==> config.mk <==
export PLATFORM = sky130hd
export DESIGN_NAME = tmr8_top
export DESIGN_NICKNAME = d
export VERILOG_FILES = /design/src/pkg/tmr8_pkg.sv /design/src/hw/tmr8_edge.sv /design/src/hw/tmr8_presc.sv /design/src/hw/tmr8_top.sv
export SDC_FILE = /design/constraint.sdc
export NUM_CORES = 1
export LEC_CHECK = 0
export BUFFER_PORTS_ARGS = -buffer_cell sky130_fd_sc_hd__clkbuf_2
export CORE_MARGIN = 1.5
export CORE_UTILIZATION = 40
export CTS_BUF_LIST = sky130_fd_sc_hd__clkbuf_4
export DETAILED_ROUTE_END_ITERATION = 10
export PLACE_DENSITY = 0.65
export SETUP_SLACK_MARGIN = 0.05
export SKIP_CTS_REPAIR_TIMING = 1
export SLEW_MARGIN = 20
export SYNTH_ARGS = -nofsm -noshare
export SYNTH_HDL_FRONTEND = slang
export SYNTH_HIERARCHICAL = 1
export SYNTH_SLANG_ARGS = --single-unit
==> constraint.sdc <==
create_clock -name I_MCLK -period 4 [get_ports I_MCLK]
set_input_delay 0.8 -clock I_MCLK [delete_from_list [all_inputs] [get_ports I_MCLK]]
set_output_delay 0.8 -clock I_MCLK [all_outputs]
set_load 0.03 [all_outputs]
==> src/pkg/tmr8_pkg.sv <==
// constants shared by the 8-bit timer with shared prescaler
package tmr8_pkg;

	// register byte offsets on the AXI4-Lite bus
	localparam logic [7:0] OFS_COUNT = 8'h00;
	localparam logic [7:0] OFS_OPTION = 8'h04;
	localparam logic [7:0] OFS_STATUS = 8'h08;
	localparam logic [7:0] OFS_WDCLR = 8'h0C;

	// option register fields
	localparam int OPT_CS_BIT = 5;
	localparam int OPT_SE_BIT = 4;
	localparam int OPT_PA_BIT = 3;
	localparam int OPT_RATE_LSB = 0;
	localparam int OPT_RATE_W = 3;
	localparam logic [5:0] OPTION_RST = 6'h3F;

	// status register fields
	localparam int STAT_OVF_BIT = 0;
	localparam int STAT_OIE_BIT = 1;
	localparam logic [1:0] STATUS_RST = 2'h0;

	// watchdog clear register field
	localparam int WDCLR_BIT = 0;

	localparam logic [7:0] COUNT_RST = 8'h00;
	localparam logic [7:0] COUNT_MAX = 8'hFF;

	// one instruction cycle is four system clocks
	localparam int INSTR_CLKS = 4;
	localparam logic [1:0] INSTR_LAST = 2'(INSTR_CLKS - 1);
	// increment hold-off after a count write, in instruction cycles
	localparam logic [1:0] WR_INHIBIT_CYC = 2'h2;

	localparam logic [1:0] RESP_OKAY = 2'h0;
	localparam logic [1:0] RESP_SLVERR = 2'h2;

endpackage : tmr8_pkg

==> src/hw/tmr8_edge.sv <==
// selectable edge detector for the external count input
`timescale 1ns/1ps
module tmr8_edge (
	input wire logic i_clk,
	input wire logic i_rst,
	input wire logic i_pin,
	input wire logic i_fall_sel,
	output logic o_evt
);
	logic prev_q;

	always_ff @(posedge i_clk) begin
		if (i_rst) begin
			prev_q <= 1'b0;
		end else begin
			prev_q <= i_pin;
		end
	end

	// high-to-low when the select is set, low-to-high otherwise
	assign o_evt = i_fall_sel ? (prev_q & ~i_pin) : (~prev_q & i_pin);

endmodule : tmr8_edge

==> src/hw/tmr8_presc.sv <==
// 8-bit ripple-free prescaler, divide ratio given as a mask of low bits
`timescale 1ns/1ps
module tmr8_presc (
	input wire logic i_clk,
	input wire logic i_rst,
	input wire logic i_tick,
	input wire logic i_clr,
	input wire logic [7:0] i_mask,
	output logic o_tick
);
	logic [7:0] cnt_q;
	logic wrap;

	assign wrap = ((cnt_q & i_mask) == i_mask);
	assign o_tick = i_tick & wrap;

	always_ff @(posedge i_clk) begin
		if (i_rst) begin
			cnt_q <= 8'h00;
		end else if (i_clr) begin
			cnt_q <= 8'h00;
		end else if (i_tick) begin
			cnt_q <= wrap ? 8'h00 : cnt_q + 8'h01;
		end
	end

endmodule : tmr8_presc

==> src/hw/tmr8_top.sv <==
// 8-bit timer/counter with prescaler shared with the watchdog, AXI4-Lite registers
// Operation
// - 8-bit count and one shared 8-bit prescaler
// - timer mode counts each instruction cycle
// - count write holds increments two instruction cycles
// - counter mode counts chosen external input edges
// - single prescaler serves timer or watchdog only
// - assign bit 0 timer, 1 watchdog
// - timer ratios 1:2 to 1:256 by rate
// - undivided timer only when prescaler on watchdog
// - prescaler count hidden from software entirely
// - count write clears prescaler when on timer
// - watchdog clear also clears prescaler when assigned
// - wrap FFh to 00h sets sticky overflow flag
// - rate codes map powers of two both users
// - edge select 1 falling, 0 rising
//
// Decided for this implementation: register access over AXI4-Lite and the register offsets.
`timescale 1ns/1ps
module tmr8_top (
	input wire logic I_MCLK,
	input wire logic I_SRST,
	input wire logic I_AWVALID,
	output logic O_AWREADY,
	input wire logic [7:0] I_AWADDR,
	input wire logic I_WVALID,
	output logic O_WREADY,
	input wire logic [31:0] I_WDATA,
	input wire logic [3:0] I_WSTRB,
	output logic O_BVALID,
	input wire logic I_BREADY,
	output logic [1:0] O_BRESP,
	input wire logic I_ARVALID,
	output logic O_ARREADY,
	input wire logic [7:0] I_ARADDR,
	output logic O_RVALID,
	input wire logic I_RREADY,
	output logic [31:0] O_RDATA,
	output logic [1:0] O_RRESP,
	input wire logic I_EXTERNAL_COUNT_INPUT,
	input wire logic I_WATCHDOG_BASE_TICK,
	output logic O_WATCHDOG_TICK,
	output logic O_WATCHDOG_CLEAR,
	output logic O_OVERFLOW_FLAG,
	output logic [7:0] O_TIMER8_COUNT
);

	// register state
	logic [7:0] timer8_count_q;
	logic clock_source_select_q;
	logic source_edge_select_q;
	logic prescaler_assign_q;
	logic [2:0] prescale_rate_q;
	logic overflow_flag_q;
	logic overflow_interrupt_enable_q;

	// instruction cycle divider and write hold-off
	logic [1:0] instr_cnt_q;
	logic instr_en_q;
	logic [1:0] inhibit_q;

	// AXI write channel state
	logic aw_full_q;
	logic aw_full_d;
	logic [7:0] aw_addr_q;
	logic w_full_q;
	logic w_full_d;
	logic [31:0] w_data_q;
	logic [3:0] w_strb_q;
	logic awready_q;
	logic wready_q;
	logic bvalid_q;
	logic [1:0] bresp_q;

	// AXI read channel state
	logic arready_q;
	logic rvalid_q;
	logic rvalid_d;
	logic [31:0] rdata_q;
	logic [1:0] rresp_q;

	logic wdt_tick_q;
	logic wdt_clear_q;

	// datapath nets
	logic wr_commit;
	logic wr_lane0;
	logic wr_count;
	logic wr_option;
	logic wr_status;
	logic wr_wdclr;
	logic wr_hit;
	logic ar_take;
	logic [31:0] rd_word;
	logic rd_hit;
	logic ext_evt;
	logic src_tick;
	logic presc_in;
	logic presc_out;
	logic presc_clr;
	logic [7:0] presc_mask;
	logic count_inc;
	logic ovf_set;
	logic ovf_clr;

	// instruction cycle enable: one pulse every four system clocks
	always_ff @(posedge I_MCLK) begin
		if (I_SRST) begin
			instr_cnt_q <= 2'h0;
			instr_en_q <= 1'b0;
		end else begin
			instr_cnt_q <= (instr_cnt_q == tmr8_pkg::INSTR_LAST) ? 2'h0 : instr_cnt_q + 2'h1;
			instr_en_q <= (instr_cnt_q == tmr8_pkg::INSTR_LAST);
		end
	end

	// AXI write: address and data taken in either order, committed together
	assign wr_commit = aw_full_q & w_full_q & ~bvalid_q;
	assign wr_lane0 = w_strb_q[0];
	assign wr_count = wr_commit & wr_lane0 & (aw_addr_q == tmr8_pkg::OFS_COUNT);
	assign wr_option = wr_commit & wr_lane0 & (aw_addr_q == tmr8_pkg::OFS_OPTION);
	assign wr_status = wr_commit & wr_lane0 & (aw_addr_q == tmr8_pkg::OFS_STATUS);
	assign wr_wdclr = wr_commit & wr_lane0 & (aw_addr_q == tmr8_pkg::OFS_WDCLR);
	assign wr_hit = (aw_addr_q == tmr8_pkg::OFS_COUNT) | (aw_addr_q == tmr8_pkg::OFS_OPTION) |
		(aw_addr_q == tmr8_pkg::OFS_STATUS) | (aw_addr_q == tmr8_pkg::OFS_WDCLR);

	always_comb begin
		aw_full_d = aw_full_q;
		w_full_d = w_full_q;
		if (wr_commit) begin
			aw_full_d = 1'b0;
			w_full_d = 1'b0;
		end else begin
			if (I_AWVALID & awready_q) begin
				aw_full_d = 1'b1;
			end
			if (I_WVALID & wready_q) begin
				w_full_d = 1'b1;
			end
		end
	end

	always_ff @(posedge I_MCLK) begin
		if (I_SRST) begin
			aw_full_q <= 1'b0;
			w_full_q <= 1'b0;
			awready_q <= 1'b0;
			wready_q <= 1'b0;
		end else begin
			aw_full_q <= aw_full_d;
			w_full_q <= w_full_d;
			awready_q <= ~aw_full_d;
			wready_q <= ~w_full_d;
		end
	end

	always_ff @(posedge I_MCLK) begin
		if (I_SRST) begin
			aw_addr_q <= 8'h00;
			w_data_q <= 32'h0000_0000;
			w_strb_q <= 4'h0;
		end else begin
			if (I_AWVALID & awready_q) begin
				aw_addr_q <= {I_AWADDR[7:2], 2'b00};
			end
			if (I_WVALID & wready_q) begin
				w_data_q <= I_WDATA;
				w_strb_q <= I_WSTRB;
			end
		end
	end

	always_ff @(posedge I_MCLK) begin
		if (I_SRST) begin
			bvalid_q <= 1'b0;
			bresp_q <= tmr8_pkg::RESP_OKAY;
		end else if (wr_commit) begin
			bvalid_q <= 1'b1;
			bresp_q <= wr_hit ? tmr8_pkg::RESP_OKAY : tmr8_pkg::RESP_SLVERR;
		end else if (bvalid_q & I_BREADY) begin
			bvalid_q <= 1'b0;
		end
	end

	// AXI read: one outstanding read, data registered with the valid
	assign ar_take = I_ARVALID & arready_q;

	// the prescaler count has no address: it cannot be read or written
	always_comb begin
		rd_word = 32'h0000_0000;
		rd_hit = 1'b1;
		case ({I_ARADDR[7:2], 2'b00})
			tmr8_pkg::OFS_COUNT: begin
				rd_word[7:0] = timer8_count_q;
			end
			tmr8_pkg::OFS_OPTION: begin
				rd_word[tmr8_pkg::OPT_CS_BIT] = clock_source_select_q;
				rd_word[tmr8_pkg::OPT_SE_BIT] = source_edge_select_q;
				rd_word[tmr8_pkg::OPT_PA_BIT] = prescaler_assign_q;
				rd_word[tmr8_pkg::OPT_RATE_LSB +: tmr8_pkg::OPT_RATE_W] = prescale_rate_q;
			end
			tmr8_pkg::OFS_STATUS: begin
				rd_word[tmr8_pkg::STAT_OVF_BIT] = overflow_flag_q;
				rd_word[tmr8_pkg::STAT_OIE_BIT] = overflow_interrupt_enable_q;
			end
			tmr8_pkg::OFS_WDCLR: begin
				rd_word = 32'h0000_0000;
			end
			default: begin
				rd_hit = 1'b0;
			end
		endcase
	end

	always_comb begin
		rvalid_d = rvalid_q;
		if (ar_take) begin
			rvalid_d = 1'b1;
		end else if (rvalid_q & I_RREADY) begin
			rvalid_d = 1'b0;
		end
	end

	always_ff @(posedge I_MCLK) begin
		if (I_SRST) begin
			rvalid_q <= 1'b0;
			arready_q <= 1'b0;
			rdata_q <= 32'h0000_0000;
			rresp_q <= tmr8_pkg::RESP_OKAY;
		end else begin
			rvalid_q <= rvalid_d;
			arready_q <= ~rvalid_d;
			if (ar_take) begin
				rdata_q <= rd_word;
				rresp_q <= rd_hit ? tmr8_pkg::RESP_OKAY : tmr8_pkg::RESP_SLVERR;
			end
		end
	end

	// option register; the move order between timer and watchdog is software's duty
	always_ff @(posedge I_MCLK) begin
		if (I_SRST) begin
			clock_source_select_q <= tmr8_pkg::OPTION_RST[tmr8_pkg::OPT_CS_BIT];
			source_edge_select_q <= tmr8_pkg::OPTION_RST[tmr8_pkg::OPT_SE_BIT];
			prescaler_assign_q <= tmr8_pkg::OPTION_RST[tmr8_pkg::OPT_PA_BIT];
			prescale_rate_q <= tmr8_pkg::OPTION_RST[tmr8_pkg::OPT_RATE_LSB +: tmr8_pkg::OPT_RATE_W];
		end else if (wr_option) begin
			clock_source_select_q <= w_data_q[tmr8_pkg::OPT_CS_BIT];
			source_edge_select_q <= w_data_q[tmr8_pkg::OPT_SE_BIT];
			prescaler_assign_q <= w_data_q[tmr8_pkg::OPT_PA_BIT];
			prescale_rate_q <= w_data_q[tmr8_pkg::OPT_RATE_LSB +: tmr8_pkg::OPT_RATE_W];
		end
	end

	// external count input edges
	tmr8_edge u_edge (
		.i_clk(I_MCLK),
		.i_rst(I_SRST),
		.i_pin(I_EXTERNAL_COUNT_INPUT),
		.i_fall_sel(source_edge_select_q),
		.o_evt(ext_evt)
	);

	// count source: instruction cycle or external edge
	assign src_tick = clock_source_select_q ? ext_evt : instr_en_q;

	// one prescaler, steered to exactly one user
	assign presc_in = prescaler_assign_q ? I_WATCHDOG_BASE_TICK : src_tick;
	// timer sees 1:2..1:256, watchdog 1:1..1:128
	assign presc_mask = prescaler_assign_q ? 8'((9'h001 << prescale_rate_q) - 9'h001) :
		8'((9'h002 << prescale_rate_q) - 9'h001);
	// count write clears it while on the timer, watchdog clear while on the watchdog
	assign presc_clr = prescaler_assign_q ? wr_wdclr & w_data_q[tmr8_pkg::WDCLR_BIT] : wr_count;

	tmr8_presc u_presc (
		.i_clk(I_MCLK),
		.i_rst(I_SRST),
		.i_tick(presc_in),
		.i_clr(presc_clr),
		.i_mask(presc_mask),
		.o_tick(presc_out)
	);

	// undivided timer only when the prescaler belongs to the watchdog
	assign count_inc = (prescaler_assign_q ? src_tick : presc_out) & (inhibit_q == 2'h0);

	// hold-off counts instruction cycles after each count write
	always_ff @(posedge I_MCLK) begin
		if (I_SRST) begin
			inhibit_q <= 2'h0;
		end else if (wr_count) begin
			inhibit_q <= tmr8_pkg::WR_INHIBIT_CYC;
		end else if (instr_en_q & (inhibit_q != 2'h0)) begin
			inhibit_q <= inhibit_q - 2'h1;
		end
	end

	// count register; a software write wins over an increment in the same cycle
	always_ff @(posedge I_MCLK) begin
		if (I_SRST) begin
			timer8_count_q <= tmr8_pkg::COUNT_RST;
		end else if (wr_count) begin
			timer8_count_q <= w_data_q[7:0];
		end else if (count_inc) begin
			timer8_count_q <= timer8_count_q + 8'h01;
		end
	end

	// overflow flag is sticky and set regardless of its enable
	assign ovf_set = count_inc & ~wr_count & (timer8_count_q == tmr8_pkg::COUNT_MAX);
	assign ovf_clr = wr_status & w_data_q[tmr8_pkg::STAT_OVF_BIT];

	always_ff @(posedge I_MCLK) begin
		if (I_SRST) begin
			overflow_flag_q <= tmr8_pkg::STATUS_RST[tmr8_pkg::STAT_OVF_BIT];
		end else if (ovf_set) begin
			overflow_flag_q <= 1'b1;
		end else if (ovf_clr) begin
			overflow_flag_q <= 1'b0;
		end
	end

	always_ff @(posedge I_MCLK) begin
		if (I_SRST) begin
			overflow_interrupt_enable_q <= tmr8_pkg::STATUS_RST[tmr8_pkg::STAT_OIE_BIT];
		end else if (wr_status) begin
			overflow_interrupt_enable_q <= w_data_q[tmr8_pkg::STAT_OIE_BIT];
		end
	end

	// watchdog side: divided tick out and clear pulse out
	always_ff @(posedge I_MCLK) begin
		if (I_SRST) begin
			wdt_tick_q <= 1'b0;
			wdt_clear_q <= 1'b0;
		end else begin
			wdt_tick_q <= prescaler_assign_q & presc_out;
			wdt_clear_q <= wr_wdclr & w_data_q[tmr8_pkg::WDCLR_BIT];
		end
	end

	assign O_AWREADY = awready_q;
	assign O_WREADY = wready_q;
	assign O_BVALID = bvalid_q;
	assign O_BRESP = bresp_q;
	assign O_ARREADY = arready_q;
	assign O_RVALID = rvalid_q;
	assign O_RDATA = rdata_q;
	assign O_RRESP = rresp_q;
	assign O_WATCHDOG_TICK = wdt_tick_q;
	assign O_WATCHDOG_CLEAR = wdt_clear_q;
	assign O_OVERFLOW_FLAG = overflow_flag_q;
	assign O_TIMER8_COUNT = timer8_count_q;

endmodule : tmr8_top

# [After elaboration in Yosys (flattened, before gate mapping)]
# Index checks and enable logic that the tools add are counted.
[word_totals] register_bits=66 input_bits=61 out_inout_bits=52 wordCells=117
[classes] add_sub_neg=6 n_eq_ne=9 shift=2 n_mux=27 bitwise_logic=33 reduce_logical=12
[ops] op="$mux W8" n=4
[ops] op="$eq A6 B2 Y1 const B" n=4
[ops] op="$and A1 B1 Y1" n=22
[ops] op="$add A8 B1 Y8 const B" n=2
[ops] op="$mux W1" n=16
[ops] op="$sub A8 B1 Y8 const B" n=2
[ops] op="$eq A6 B1 Y1 const B" n=2
[ops] op="$mux W2" n=5
[ops] op="$reduce_bool A2 Y1" n=5
[ops] op="$and A8 B8 Y8" n=1
[ops] op="$eq A8 B8 Y1" n=1
[ops] op="$eq A8 B8 Y1 const B" n=1
[ops] op="$logic_not A8 Y1" n=1
[ops] op="$pmux W4 S2" n=1
[ops] op="$shl A1 B3 Y8 const A" n=1
[ops] op="$shl A2 B3 Y8 const A" n=1
[ops] op="$not A1 Y1" n=7
[ops] op="$logic_not A6 Y1" n=1
[ops] op="$pmux W2 S3" n=1
[ops] op="$reduce_or A2 Y1" n=3
[ops] op="$reduce_or A4 Y1" n=1
[ops] op="$or A1 B1 Y1" n=3
[ops] op="$add A2 B1 Y2 const B" n=1
[ops] op="$eq A2 B2 Y1 const B" n=1
[ops] op="other kinds (2)" n=2

# [Depth between registers and ports, before layout]
# Gate-level depths: netlist of run 1.
[depth] ltp_word=11 ltp_mapped=16 depth_no_buf=15

# [Hierarchy]
# Netlist of run 1, hierarchy kept.
[modules_own_cells] mod="tmr8_top" instances=1 cells_each=329 area_per_inst_um2=2797.7 seq_area_each_um2=1101.1
[modules_own_cells] mod="tmr8_presc" instances=1 cells_each=49 area_per_inst_um2=450.4 seq_area_each_um2=160.2
[modules_own_cells] mod="tmr8_edge" instances=1 cells_each=5 area_per_inst_um2=48.8 seq_area_each_um2=20.0

# [Worst setup path after synthesis of run 1]
# Ideal clock, no wire load.
[synth_path] kind="register to register" start="reg prescaler_assign_q" end="reg timer8_count_q[6] (netlist: O_TIMER8_COUNT[6])" setup_ns=0.088 arrival_time_ns=3.504 required_ns=3.912 setup_slack_ns=0.407 stages_incl_launch_ff=16 path_buffers=1 synth_period_minus_slack_ns=3.593 cell_sequence="dfxtp_1 > clkbuf_1 > inv_1 > ha_1 > nand2_1 > ha_1 > xor2_1 > o21ai_0 > o21ai_0 > or2b_2 > o2111ai_2 > nor3_1 > o21ai_0 > a2111oi_1 > nand3_1 > a311oi_2"
[synth_between] elab_chain_len=7 word_cells_on_any_way=8 cone_classes="eq/ne: 1; mux: 3; bitwise: 3; reduce/logical: 1"
[synth_lines] element="from (decl)" line_no="tmr8_top.sv:52" source="logic prescaler_assign_q;"
[synth_lines] element="from (signal assigned)" line_no="tmr8_top.sv:245" source="prescaler_assign_q <= tmr8_pkg::OPTION_RST[tmr8_pkg::OPT_PA_BIT];"
[synth_lines] element="from (signal assigned)" line_no="tmr8_top.sv:250" source="prescaler_assign_q <= w_data_q[tmr8_pkg::OPT_PA_BIT];"
[synth_lines] element="$mux W8 (*)" line_no="tmr8_top.sv:270" source="assign presc_mask = prescaler_assign_q ? 8'((9'h001 << prescale_rate_q) - 9'h001) :"
[synth_lines] element="via presc_mask[6]" line_no="tmr8_top.sv:101" source="logic [7:0] presc_mask;"
[synth_lines] element="$and A8 B8 Y8" line_no="tmr8_presc.sv:14" source="assign wrap = ((cnt_q & i_mask) == i_mask);"
[synth_lines] element="$eq A8 B8 Y1 (*)" line_no="tmr8_presc.sv:14"
[synth_lines] element="$and A1 B1 Y1 (*)" line_no="tmr8_presc.sv:15" source="assign o_tick = i_tick & wrap;"
[synth_lines] element="via presc_out" line_no="tmr8_top.sv:99" source="logic presc_out;"
[synth_lines] element="$mux W1 (*)" line_no="tmr8_top.sv:285" source="assign count_inc = (prescaler_assign_q ? src_tick : presc_out) & (inhibit_q == 2'h0);"
[synth_lines] element="$and A1 B1 Y1 (*)" line_no="tmr8_top.sv:285"
[synth_lines] element="$reduce_bool A2 Y1 (no line) (*)"
[synth_lines] element="to (signal assigned)" line_no="tmr8_top.sv:301" source="timer8_count_q <= tmr8_pkg::COUNT_RST;"
[synth_lines] element="to (signal assigned)" line_no="tmr8_top.sv:303" source="timer8_count_q <= w_data_q[7:0];"
[synth_lines] element="to (signal assigned)" line_no="tmr8_top.sv:305" source="timer8_count_q <= timer8_count_q + 8'h01;"
[synth_lines] element="to (decl)" line_no="tmr8_top.sv:49" source="logic [7:0] timer8_count_q;"
# The timed path passes the listed nets; every way through them passes the cells marked *.
# A chain may end at the register's enable or synchronous reset.

# [Worst setup path in the final report of run 1]
# Ends and elaborated chain as after synthesis.

==> results.yml, run 1 <==
floorplanning:
  core_area_sq_um: 7848
  num_io_pins: 113
  die_x_microns: 93.79
  initial_utilization_pct: 42.01
  die_area_sq_um: 8796
  rows: 32
  die_h_microns: 93.79
pwr:
  combPwrFrac_pct: 11.2
  power_frac_clock_pct: 34.2
  cellPowerDensity_nw_per_um2: 338.1
  seqPwrFrac_pct: 54.7
  leakage_nw: 1.528
  peakVddDrop_uv: 168.0
  power_mw: 1.239
  p_int_uw: 884.0
  power_switching_uw: 354.7
  switching_share_pct: 28.63
clocking:
  htree_levels: 3
  cts-root-buf: "clkbuf_4"
  numCtsBuffers: 9
  clock_latency_ns: 0.41
  cts_buffer_depth: 2
  cts.sink_count: 64
  cts_tree: "built"
  clkTransAtPathRegs_ns: 0.11
sta:
  maxSlewViolCount: 0
  fmax_mhz: 282.5
  fin_skew_ns: 0.009472
  timing.final.hold_violations: 0
  slew_headroom_pct: 54.39
  setup_tns_ns: 0
  fin_ws_ns: 0.4597
  period_share_pct: 88.51
  setup_viol: 0
  worst_pin_slew_ns: 0.6842
  grt_setup_unrepaired: "false"
  fin_crit_ns: 3.540
routing:
  drtIter0Drc: 155
  post_drt_wl_per_cell_microns: 12.98
  postRouteAntennaNets: 0
  drt-total-wl_mm: 7.035
  viasPerCell: 5.004
  drc_errors: 0
  first_pass_iters: 4
  vias: 2712
critical_path:
  critPathLaunchType: "flip-flop"
  rr_startpoint: "prescaler_assign_q"
  worstPathArrival_ns: 3.86
  crit_fanout: 6
  reg2regPathDepth: 15
  crit_start: "prescaler_assign_q"
  end_kind: "flip-flop"
  path_class: "flip-flop to flip-flop"
  critical_path_required_ns: 4.32
grt:
  grt_max_degree: 29
  grt_pass1_wl_mm: 11.67
  grt_pass1_vias: 2538
  antenna_found_initial: 0
  grt.total_usage_pct: 16.89
  grt_overflow_total: 0
worst_hold_path:
  hold_class: "flip-flop to flip-flop"
  hold_depth: 1
  hp-start: "instr_cnt_q[0]"
synth:
  ys_seq_elements: 64
  yosys-top-cells-area: "dfxtp_1, buf_4, nand2_1"
  synth_common_cells: "dfxtp_1, nand2_1, nor2_1"
  synth_edf_count: 0
  avgSynthCellArea_sq_um: 8.608
  async_flop_share_pct: 0
  yosysMostFrequentCell: "dfxtp_1"
  synth_cell_types: 55
  yosys.area.top_type: "dfxtp_1"
  ys_seq_area_share_pct: 38.86
  ys_warn_count: 6
  postSynthCellCount: 383
  yosys.area.top_type_share_pct: 38.86
  netlist_area_sq_um: 3297
  synth_ff_type: "dfxtp_1"
place:
  place_ws_ns: 0.4055
  place_congestion: 0.8185
  dp_hpwl_mm: 5.277
  io_buffer_count: 55
layout:
  syn_to_final_growth_pct: 11.12
  fin_util_pct: 46.68
  drive_gt1_share_pct: 22.50
  fin_nets: 503
  antenna_cells: 0
job:
  max-cap-violations: 0
status:
  outcome: "completed"
[cell families (layout without fill, tap and decap cells)]
kind of cell,count (synthesis),after routing,share of synthesized area (%)
AO/OA/AOI/OAI,76,76,17.65
XOR/XNOR,15,15,3.985
adder cells (fa/ha/maj),7,7,2.656
buffers and inverters,62,94,11.23
flip-flops,64,64,38.86
multiplexers,12,12,3.757
other,1,26,0.1137
AND/OR/NAND/NOR,146,146,21.75
[critical path: stages, from the launching register on]
cell,delay (ns)
dfxtp_1,0.46
inv_1,0.13
ha_1,0.39
nand2_1,0.07
ha_1,0.24
xor2_1,0.18
o21ai_0,0.16
o21ai_0,0.09
or2b_2,0.17
o2111ai_2,0.16
nor3_2,0.25
o21ai_0,0.21
a2111oi_1,0.40
buf_4,0.21
nand3_1,0.09
a311oi_2,0.25
[path summary, 6_finish.rpt]
check                       to  slack, ns
max          O_TIMER8_COUNT[6]       0.46
min             instr_cnt_q[0]       0.45
max reg2reg  O_TIMER8_COUNT[6]       0.46
min reg2reg     instr_cnt_q[0]       0.45
[metal layers]
layer	share of wire, %	GRT usage, %	vias up	wire length (microns)
li1	-	-	1375	-
met1	47	21.86	1253	3335
met2	46	26.09	77	3212
met3	5.9	5.178	7	416
met4	1.0	6.716	0	71
met5	0	0	-	0
[state kept, by name, indices dropped and copies added (netlist names), 2 cells and up]
signal,cells
u_presc/cnt_q,8
w_data_q,8
O_TIMER8_COUNT,8
O_RDATA,8
prescale_rate_q,3
aw_addr_q,6
inhibit_q,2
instr_cnt_q,2
[through the flow]
stage / hold slack (ns) / cell area (sq um) / instances
detailed placement: 0.4273 / 3528 / 526
global placement: 0.4150 / 3528 / 526
finish: 0.4462 / 3664 / 542
global route: 0.4592 / 3664 / 542
floorplan: 0.4082 / 3391 / 408
CTS: 0.4450 / 3659 / 542
[placed cells by master (no fill, tap or decap), types with 9 or more instances in the layout]
cell type | netlist | routed
inv_1 | 18 | 18
nor2_1 | 42 | 42
clkbuf_4 | 0 | 9
dfxtp_1 | 64 | 64
nand2_1 | 48 | 48
clkbuf_2 | 0 | 55
xnor2_1 | 9 | 9
conb_1 | 1 | 26
nand3_1 | 10 | 10
mux2i_1 | 9 | 9
o21ai_0 | 9 | 9
a21oi_1 | 28 | 28
[power groups by stage]
| stage | Sequential [mW] | Clock (mW) | Combinational [mW] |
|---|---|---|---|
| after floorplan | 0.696 | 0 | 0.117 |
| after global placement | 0.691 | 0 | 0.136 |
| after detailed placement | 0.692 | 0 | 0.139 |
| after CTS | 0.677 | 0.435 | 0.139 |
| after global routing | 0.681 | 0.466 | 0.152 |
| final | 0.677 | 0.423 | 0.138 |
[layout make-up]
class,count,area (sq um)
clock buffer,9,67.56
clock inverter,7,62.56
fill,805,4184
inverter,18,67.56
multi-input combinational,282,1744
sequential,64,1281
tap,102,127.6
timing repair buffer,60,312.8
Power figures use the tool's default switching activity.
==> inputs of run 2 (changes only) <==
- ABC_AREA: default -> 1
- CAP_MARGIN: default -> 40
- PLACE_DENSITY: 0.65 -> 0.64
==> results.yml, run 2 <==
critical_path:
  crit_fanout: 9
  cp.depth: 21
  r2r_end: "O_TIMER8_COUNT[7]"
  worstPathArrival_ns: 3.37
  end_kind: "flip-flop"
  timing.critical_path.mode_cell: "nor2_1"
  path_cells: "inv_1 -> ha_1 -> nand3_1 -> ha_1 -> inv_1 -> nor2_1 -> nand2_1 -> xor2_1 -> nand2_1 -> nand2_1 -> nor2_1 -> nand3_2 -> inv_1 -> nor2_1 -> nor2_1 -> nand2_2 -> clkinv_2 -> nand2_2 -> nor2_1 -> nor2_1 -> nor2_1"
  cpMaxStageDelayCell: "dfxtp_1"
  endpoint: "O_TIMER8_COUNT[7]"
  reg2regPathDepth: 21
  r2r_slack_ns: 0.98
  rr_startpoint: "prescaler_assign_q"
  crit_start: "prescaler_assign_q"
  critPathLaunchType: "flip-flop"
  path_class: "flip-flop to flip-flop"
  worst-path-buf-inv: 4
  crit_family: "simple AND/OR/NAND/NOR gates"
  cp_slowest_stage_delay_ns: 0.50
  critical_path_required_ns: 4.35
synth:
  ys_seq_area_share_pct: 36.91
  netlist_area_sq_um: 3471
  ys_seq_elements: 64
  synth_edf_count: 0
  synth_ff_type: "dfxtp_1"
  yosys.area.top_type: "dfxtp_1"
  ys_warn_count: 6
  avgSynthCellArea_sq_um: 6.998
  yosys.area.top_type_share_pct: 36.91
  yosys-top-cells-area: "dfxtp_1, nand2_1, nor2_1"
  postSynthCellCount: 496
  yosysMostFrequentCell: "nand2_1"
  async_flop_share_pct: 0
  synth_common_cells: "nand2_1, nor2_1, dfxtp_1"
  synth_cell_types: 36
pwr:
  power_switching_uw: 395.4
  leakage_nw: 1.927
  power_mw: 1.295
  combPwrFrac_pct: 14.2
  cellPowerDensity_nw_per_um2: 335.4
  power_frac_clock_pct: 33.1
  seqPwrFrac_pct: 52.7
  peakVddDrop_uv: 144.3
  p_int_uw: 899.1
  switching_share_pct: 30.55
routing:
  drt-total-wl_mm: 7.333
  vias: 3087
  post_drt_wl_per_cell_microns: 11.11
  first_pass_iters: 7
  viasPerCell: 4.677
  drc_errors: 0
  drtIter0Drc: 166
  postRouteAntennaNets: 0
sta:
  maxSlewViolCount: 0
  fin_skew_ns: 0.01411
  grt_setup_unrepaired: "false"
  fin_crit_ns: 3.017
  setup_viol: 0
  period_share_pct: 75.42
  timing.final.hold_violations: 0
  fmax_mhz: 331.5
  setup_tns_ns: 0
  hold_slack_ns: 0.4398
  fin_ws_ns: 0.9831
layout:
  drive_gt1_share_pct: 18.38
  layout_commonest_cell: "nand2_1"
  antenna_cells: 0
  syn_to_final_growth_pct: 11.21
  fin_nets: 618
  layout_common_cells: "nand2_1, nor2_1, dfxtp_1"
status:
  outcome: "completed"
grt:
  grt.total_usage_pct: 17.27
  antenna_found_initial: 0
  grt_overflow_total: 0
  grt_pass1_wl_mm: 12.30
  grt_pass1_vias: 2769
  grt_max_degree: 32
floorplanning:
  rows: 33
  die_h_microns: 96.15
  die_x_microns: 96.15
  core_area_sq_um: 8299
  num_io_pins: 113
  die_area_sq_um: 9245
  initial_utilization_pct: 41.82
clocking:
  cts_buffer_depth: 2
  numCtsBuffers: 9
  clock_latency_ns: 0.40
  cts-root-buf: "clkbuf_4"
  clkTransAtPathRegs_ns: 0.11
  cts_tree: "built"
  htree_levels: 3
  cts.sink_count: 64
place:
  dp_hpwl_mm: 5.448
  place_congestion: 0.8190
  place_ws_ns: 1.007
  io_buffer_count: 55
job:
  max-cap-violations: 0
worst_hold_path:
  hold_class: "flip-flop to flip-flop"
run 2: changes by cell type after synthesis, sizes merged, moves of 6 or more:
| cell | change |
|---|---|
| nand3 | +41 |
| clkbuf | -7 |
| a211oi | -8 |
| nand2 | +46 |
| nor2 | +37 |
| o21ai | +17 |
| inv | +50 |
| nand4 | +6 |
| mux2i | -9 |
| a22oi | -6 |
run 2: worst min-delay path by stage:
stage,startpoint,to,slack [ns],cells past startpoint
finish,instr_cnt_q[0],instr_cnt_q[0],0.44,1
CTS,instr_cnt_q[0],instr_cnt_q[0],0.45,1
detailed placement,instr_cnt_q[0],instr_cnt_q[0],0.43,1
global route,instr_cnt_q[0],instr_cnt_q[0],0.47,1
global placement,instr_cnt_q[0],instr_cnt_q[0],0.42,1
floorplan,instr_cnt_q[0],instr_cnt_q[0],0.41,1
run 2: metal layers:
metal	part of all wire [%]	global-route usage (%)	vias up
li1	-	-	1631
met1	51	23.25	1366
met2	43	27.11	80
met3	4.7	3.002	10
met4	1.7	7.230	0
met5	0	0	-
run 2: power groups by stage:
stage | Clock (mW) | Sequential [mW] | Combinational [mW]
6_report | 0.428 | 0.682 | 0.184
4_1_cts | 0.442 | 0.683 | 0.184
2_1_floorplan | 0 | 0.712 | 0.141
3_5_place_dp | 0 | 0.697 | 0.183
3_3_place_gp | 0 | 0.695 | 0.180
5_1_grt | 0.470 | 0.686 | 0.208
run 2: logic make-up after synthesis:
logic type / after synthesis / synth area share, %
other: 1 / 0.1080
AOI/OAI and AO/OA: 59 / 9.084
and+or+nand+nor: 246 / 33.49
DFF: 64 / 36.91
buffers and inverters: 108 / 15.10
xor gates and xnor gates: 11 / 2.776
adders and majority gates: 7 / 2.523
run 2: cell type report:
class | instances | area (sq um)
inverters | 69 | 260.3
clock buffers | 9 | 67.56
flip-flops and latches | 64 | 1281
well taps | 105 | 131.4
clock inverters | 7 | 62.56
multi-input cells | 349 | 1759
fillers | 903 | 4439
repair buffers | 57 | 297.8
run 2: stage by stage:
stage | cell area [sq um] | utilization (%) | cells
6_report | 3860 | 46.51 | 660
4_1_cts | 3845 | 46.33 | 659
3_3_place_gp | 3715 | 44.76 | 643
3_5_place_dp | 3715 | 44.76 | 643
2_1_floorplan | 3565 | - | 521
5_1_grt | 3860 | 46.51 | 660
==> inputs of run 3 (changes only) <==
- PLACE_DENSITY: 0.64 -> 0.67
- clock period: 4 -> 2.53 ns (I/O delays scaled with it)
==> results.yml, run 3 (same netlist as run 2, synthesis figures left out) <==
sta:
  fmax_mhz: 395.3
  period_share_pct: 100.0
  worst_pin_slew_ns: 0.8269
  grt_setup_unrepaired: "true"
  hold_slack_ns: 0.3174
  maxSlewViolCount: 0
  setup_tns_ns: 0
  fin_skew_ns: 0.01522
  timing.final.hold_violations: 0
  slew_headroom_pct: 44.81
  setup_viol: 0
  fin_crit_ns: 2.530
place:
  place_congestion: 0.8127
  io_buffer_count: 55
  dp_hpwl_mm: 5.478
critical_path:
  critPathLaunchType: "flip-flop"
  critical_path_required_ns: 2.90
  timing.critical_path.mode_cell: "nand2_1"
  cp_slowest_stage_delay_ns: 0.39
  crit_fanout: 7
  path_cells: "inv_1 -> ha_4 -> inv_2 -> nor3_2 -> inv_1 -> nand2_1 -> nor2_1 -> nand3b_1 -> nand2_1 -> nand2_1 -> nand2_1 -> nor2_2 -> nand3_2 -> inv_2 -> nor2_4 -> nor2_4 -> nand2_4 -> inv_6 -> nand2_4 -> nor2_2 -> nor2_1 -> nor2_1"
  worstPathArrival_ns: 2.90
  end_kind: "flip-flop"
  cpMaxStageDelayCell: "dfxtp_4"
  path_class: "flip-flop to flip-flop"
layout:
  drive_gt1_share_pct: 24.87
  syn_to_final_growth_pct: 20.22
  fin_nets: 638
  layout_common_cells: "nand2_1, dfxtp_1, nor2_1"
  antenna_cells: 0
  layout_commonest_cell: "nand2_1"
pwr:
  cellPowerDensity_nw_per_um2: 544.0
  leakage_nw: 2.042
  power_mw: 2.270
  peakVddDrop_uv: 289.3
floorplanning:
  initial_utilization_pct: 41.82
  rows: 33
  die_area_sq_um: 9245
  core_area_sq_um: 8299
  die_x_microns: 96.15
  die_h_microns: 96.15
  num_io_pins: 113
worst_hold_path:
  hold_class: "primary input to flip-flop"
clocking:
  cts_buffer_depth: 2
  clock_latency_ns: 0.42
  clkTransAtPathRegs_ns: 0.11
  cts_tree: "built"
  cts-root-buf: "clkbuf_4"
  cts.sink_count: 64
  htree_levels: 3
  numCtsBuffers: 9
routing:
  drc_errors: 0
  post_drt_wl_per_cell_microns: 11.25
  drtIter0Drc: 117
  postRouteAntennaNets: 0
  first_pass_iters: 4
  drt-total-wl_mm: 7.651
  viasPerCell: 4.759
  vias: 3236
grt:
  grt_pass1_wl_mm: 12.06
  grt.total_usage_pct: 17.14
  grt_pass1_vias: 2711
  grt_max_degree: 30
  antenna_found_initial: 0
  grt_overflow_total: 0
status:
  outcome: "completed"
job:
  max-cap-violations: 0
==> run 3: cell type report <==
type | instances | area, sq um
tap | 105 | 131.4
inverter | 69 | 264.0
fill | 819 | 4126
multi-input combinational | 350 | 1867
timing repair buffer | 76 | 436.7
sequential | 64 | 1289
clock inverter | 7 | 117.6
clock buffer | 9 | 67.56
==> run 3: through the flow <==
| stage | util (%) | setup slack (ns) | instances | cell area [sq um] |
|---|---|---|---|---|
| 2_1_floorplan | - | 0.07818 | 521 | 3566 |
| 3_5_place_dp | 46.13 | -0.1206 | 658 | 3829 |
| 3_3_place_gp | 46.13 | -0.09021 | 658 | 3829 |
| 6_report | 50.28 | 0.00007194 | 680 | 4173 |
| 4_1_cts | 48.36 | -0.1441 | 674 | 4014 |
| 5_1_grt | 50.28 | -0.1667 | 680 | 4173 |
==> run 3: critical path: cells and delay by family, from the launching register on <==
kind                       cells  cell delay, ns
adders and majority gates      1            0.30
buffers and inverters          5            0.40
DFF                            1            0.39
and+or+nand+nor               16            1.36
==> run 3: worst paths after layout <==
kind | startpoint | endpoint | slack, ns | cells after the start
worst max register to register | prescaler_assign_q | O_TIMER8_COUNT[6] | 0.00007 | 22
worst max-delay path | prescaler_assign_q | O_TIMER8_COUNT[6] | 0.00007 | 22
worst min register to register | instr_cnt_q[0] | instr_cnt_q[0] | 0.44 | 1
worst min-delay path | I_EXTERNAL_COUNT_INPUT | u_edge/prev_q | 0.32 | 3
==> run 3: power breakdown <==
| group | switching, mW | leakage [nW] | internal, mW | total [mW] |
|---|---|---|---|---|
| Sequential | 0.0271 | 0.522 | 1.05 | 1.08 |
| Clock | 0.400 | 0.0902 | 0.500 | 0.900 |
| Combinational | 0.213 | 1.43 | 0.0812 | 0.294 |
| Total | 0.640 | 2.04 | 1.63 | 2.27 |
==> run 3: routing by layer <==
metal  vias to the layer above  track usage, %  part of all wire, %
li1                       1684               -                    -
met1                      1443           23.67                   47
met2                        99           25.29                   44
met3                        10           3.081                  6.4
met4                         0           8.824                  2.0
met5                         -               0                    0
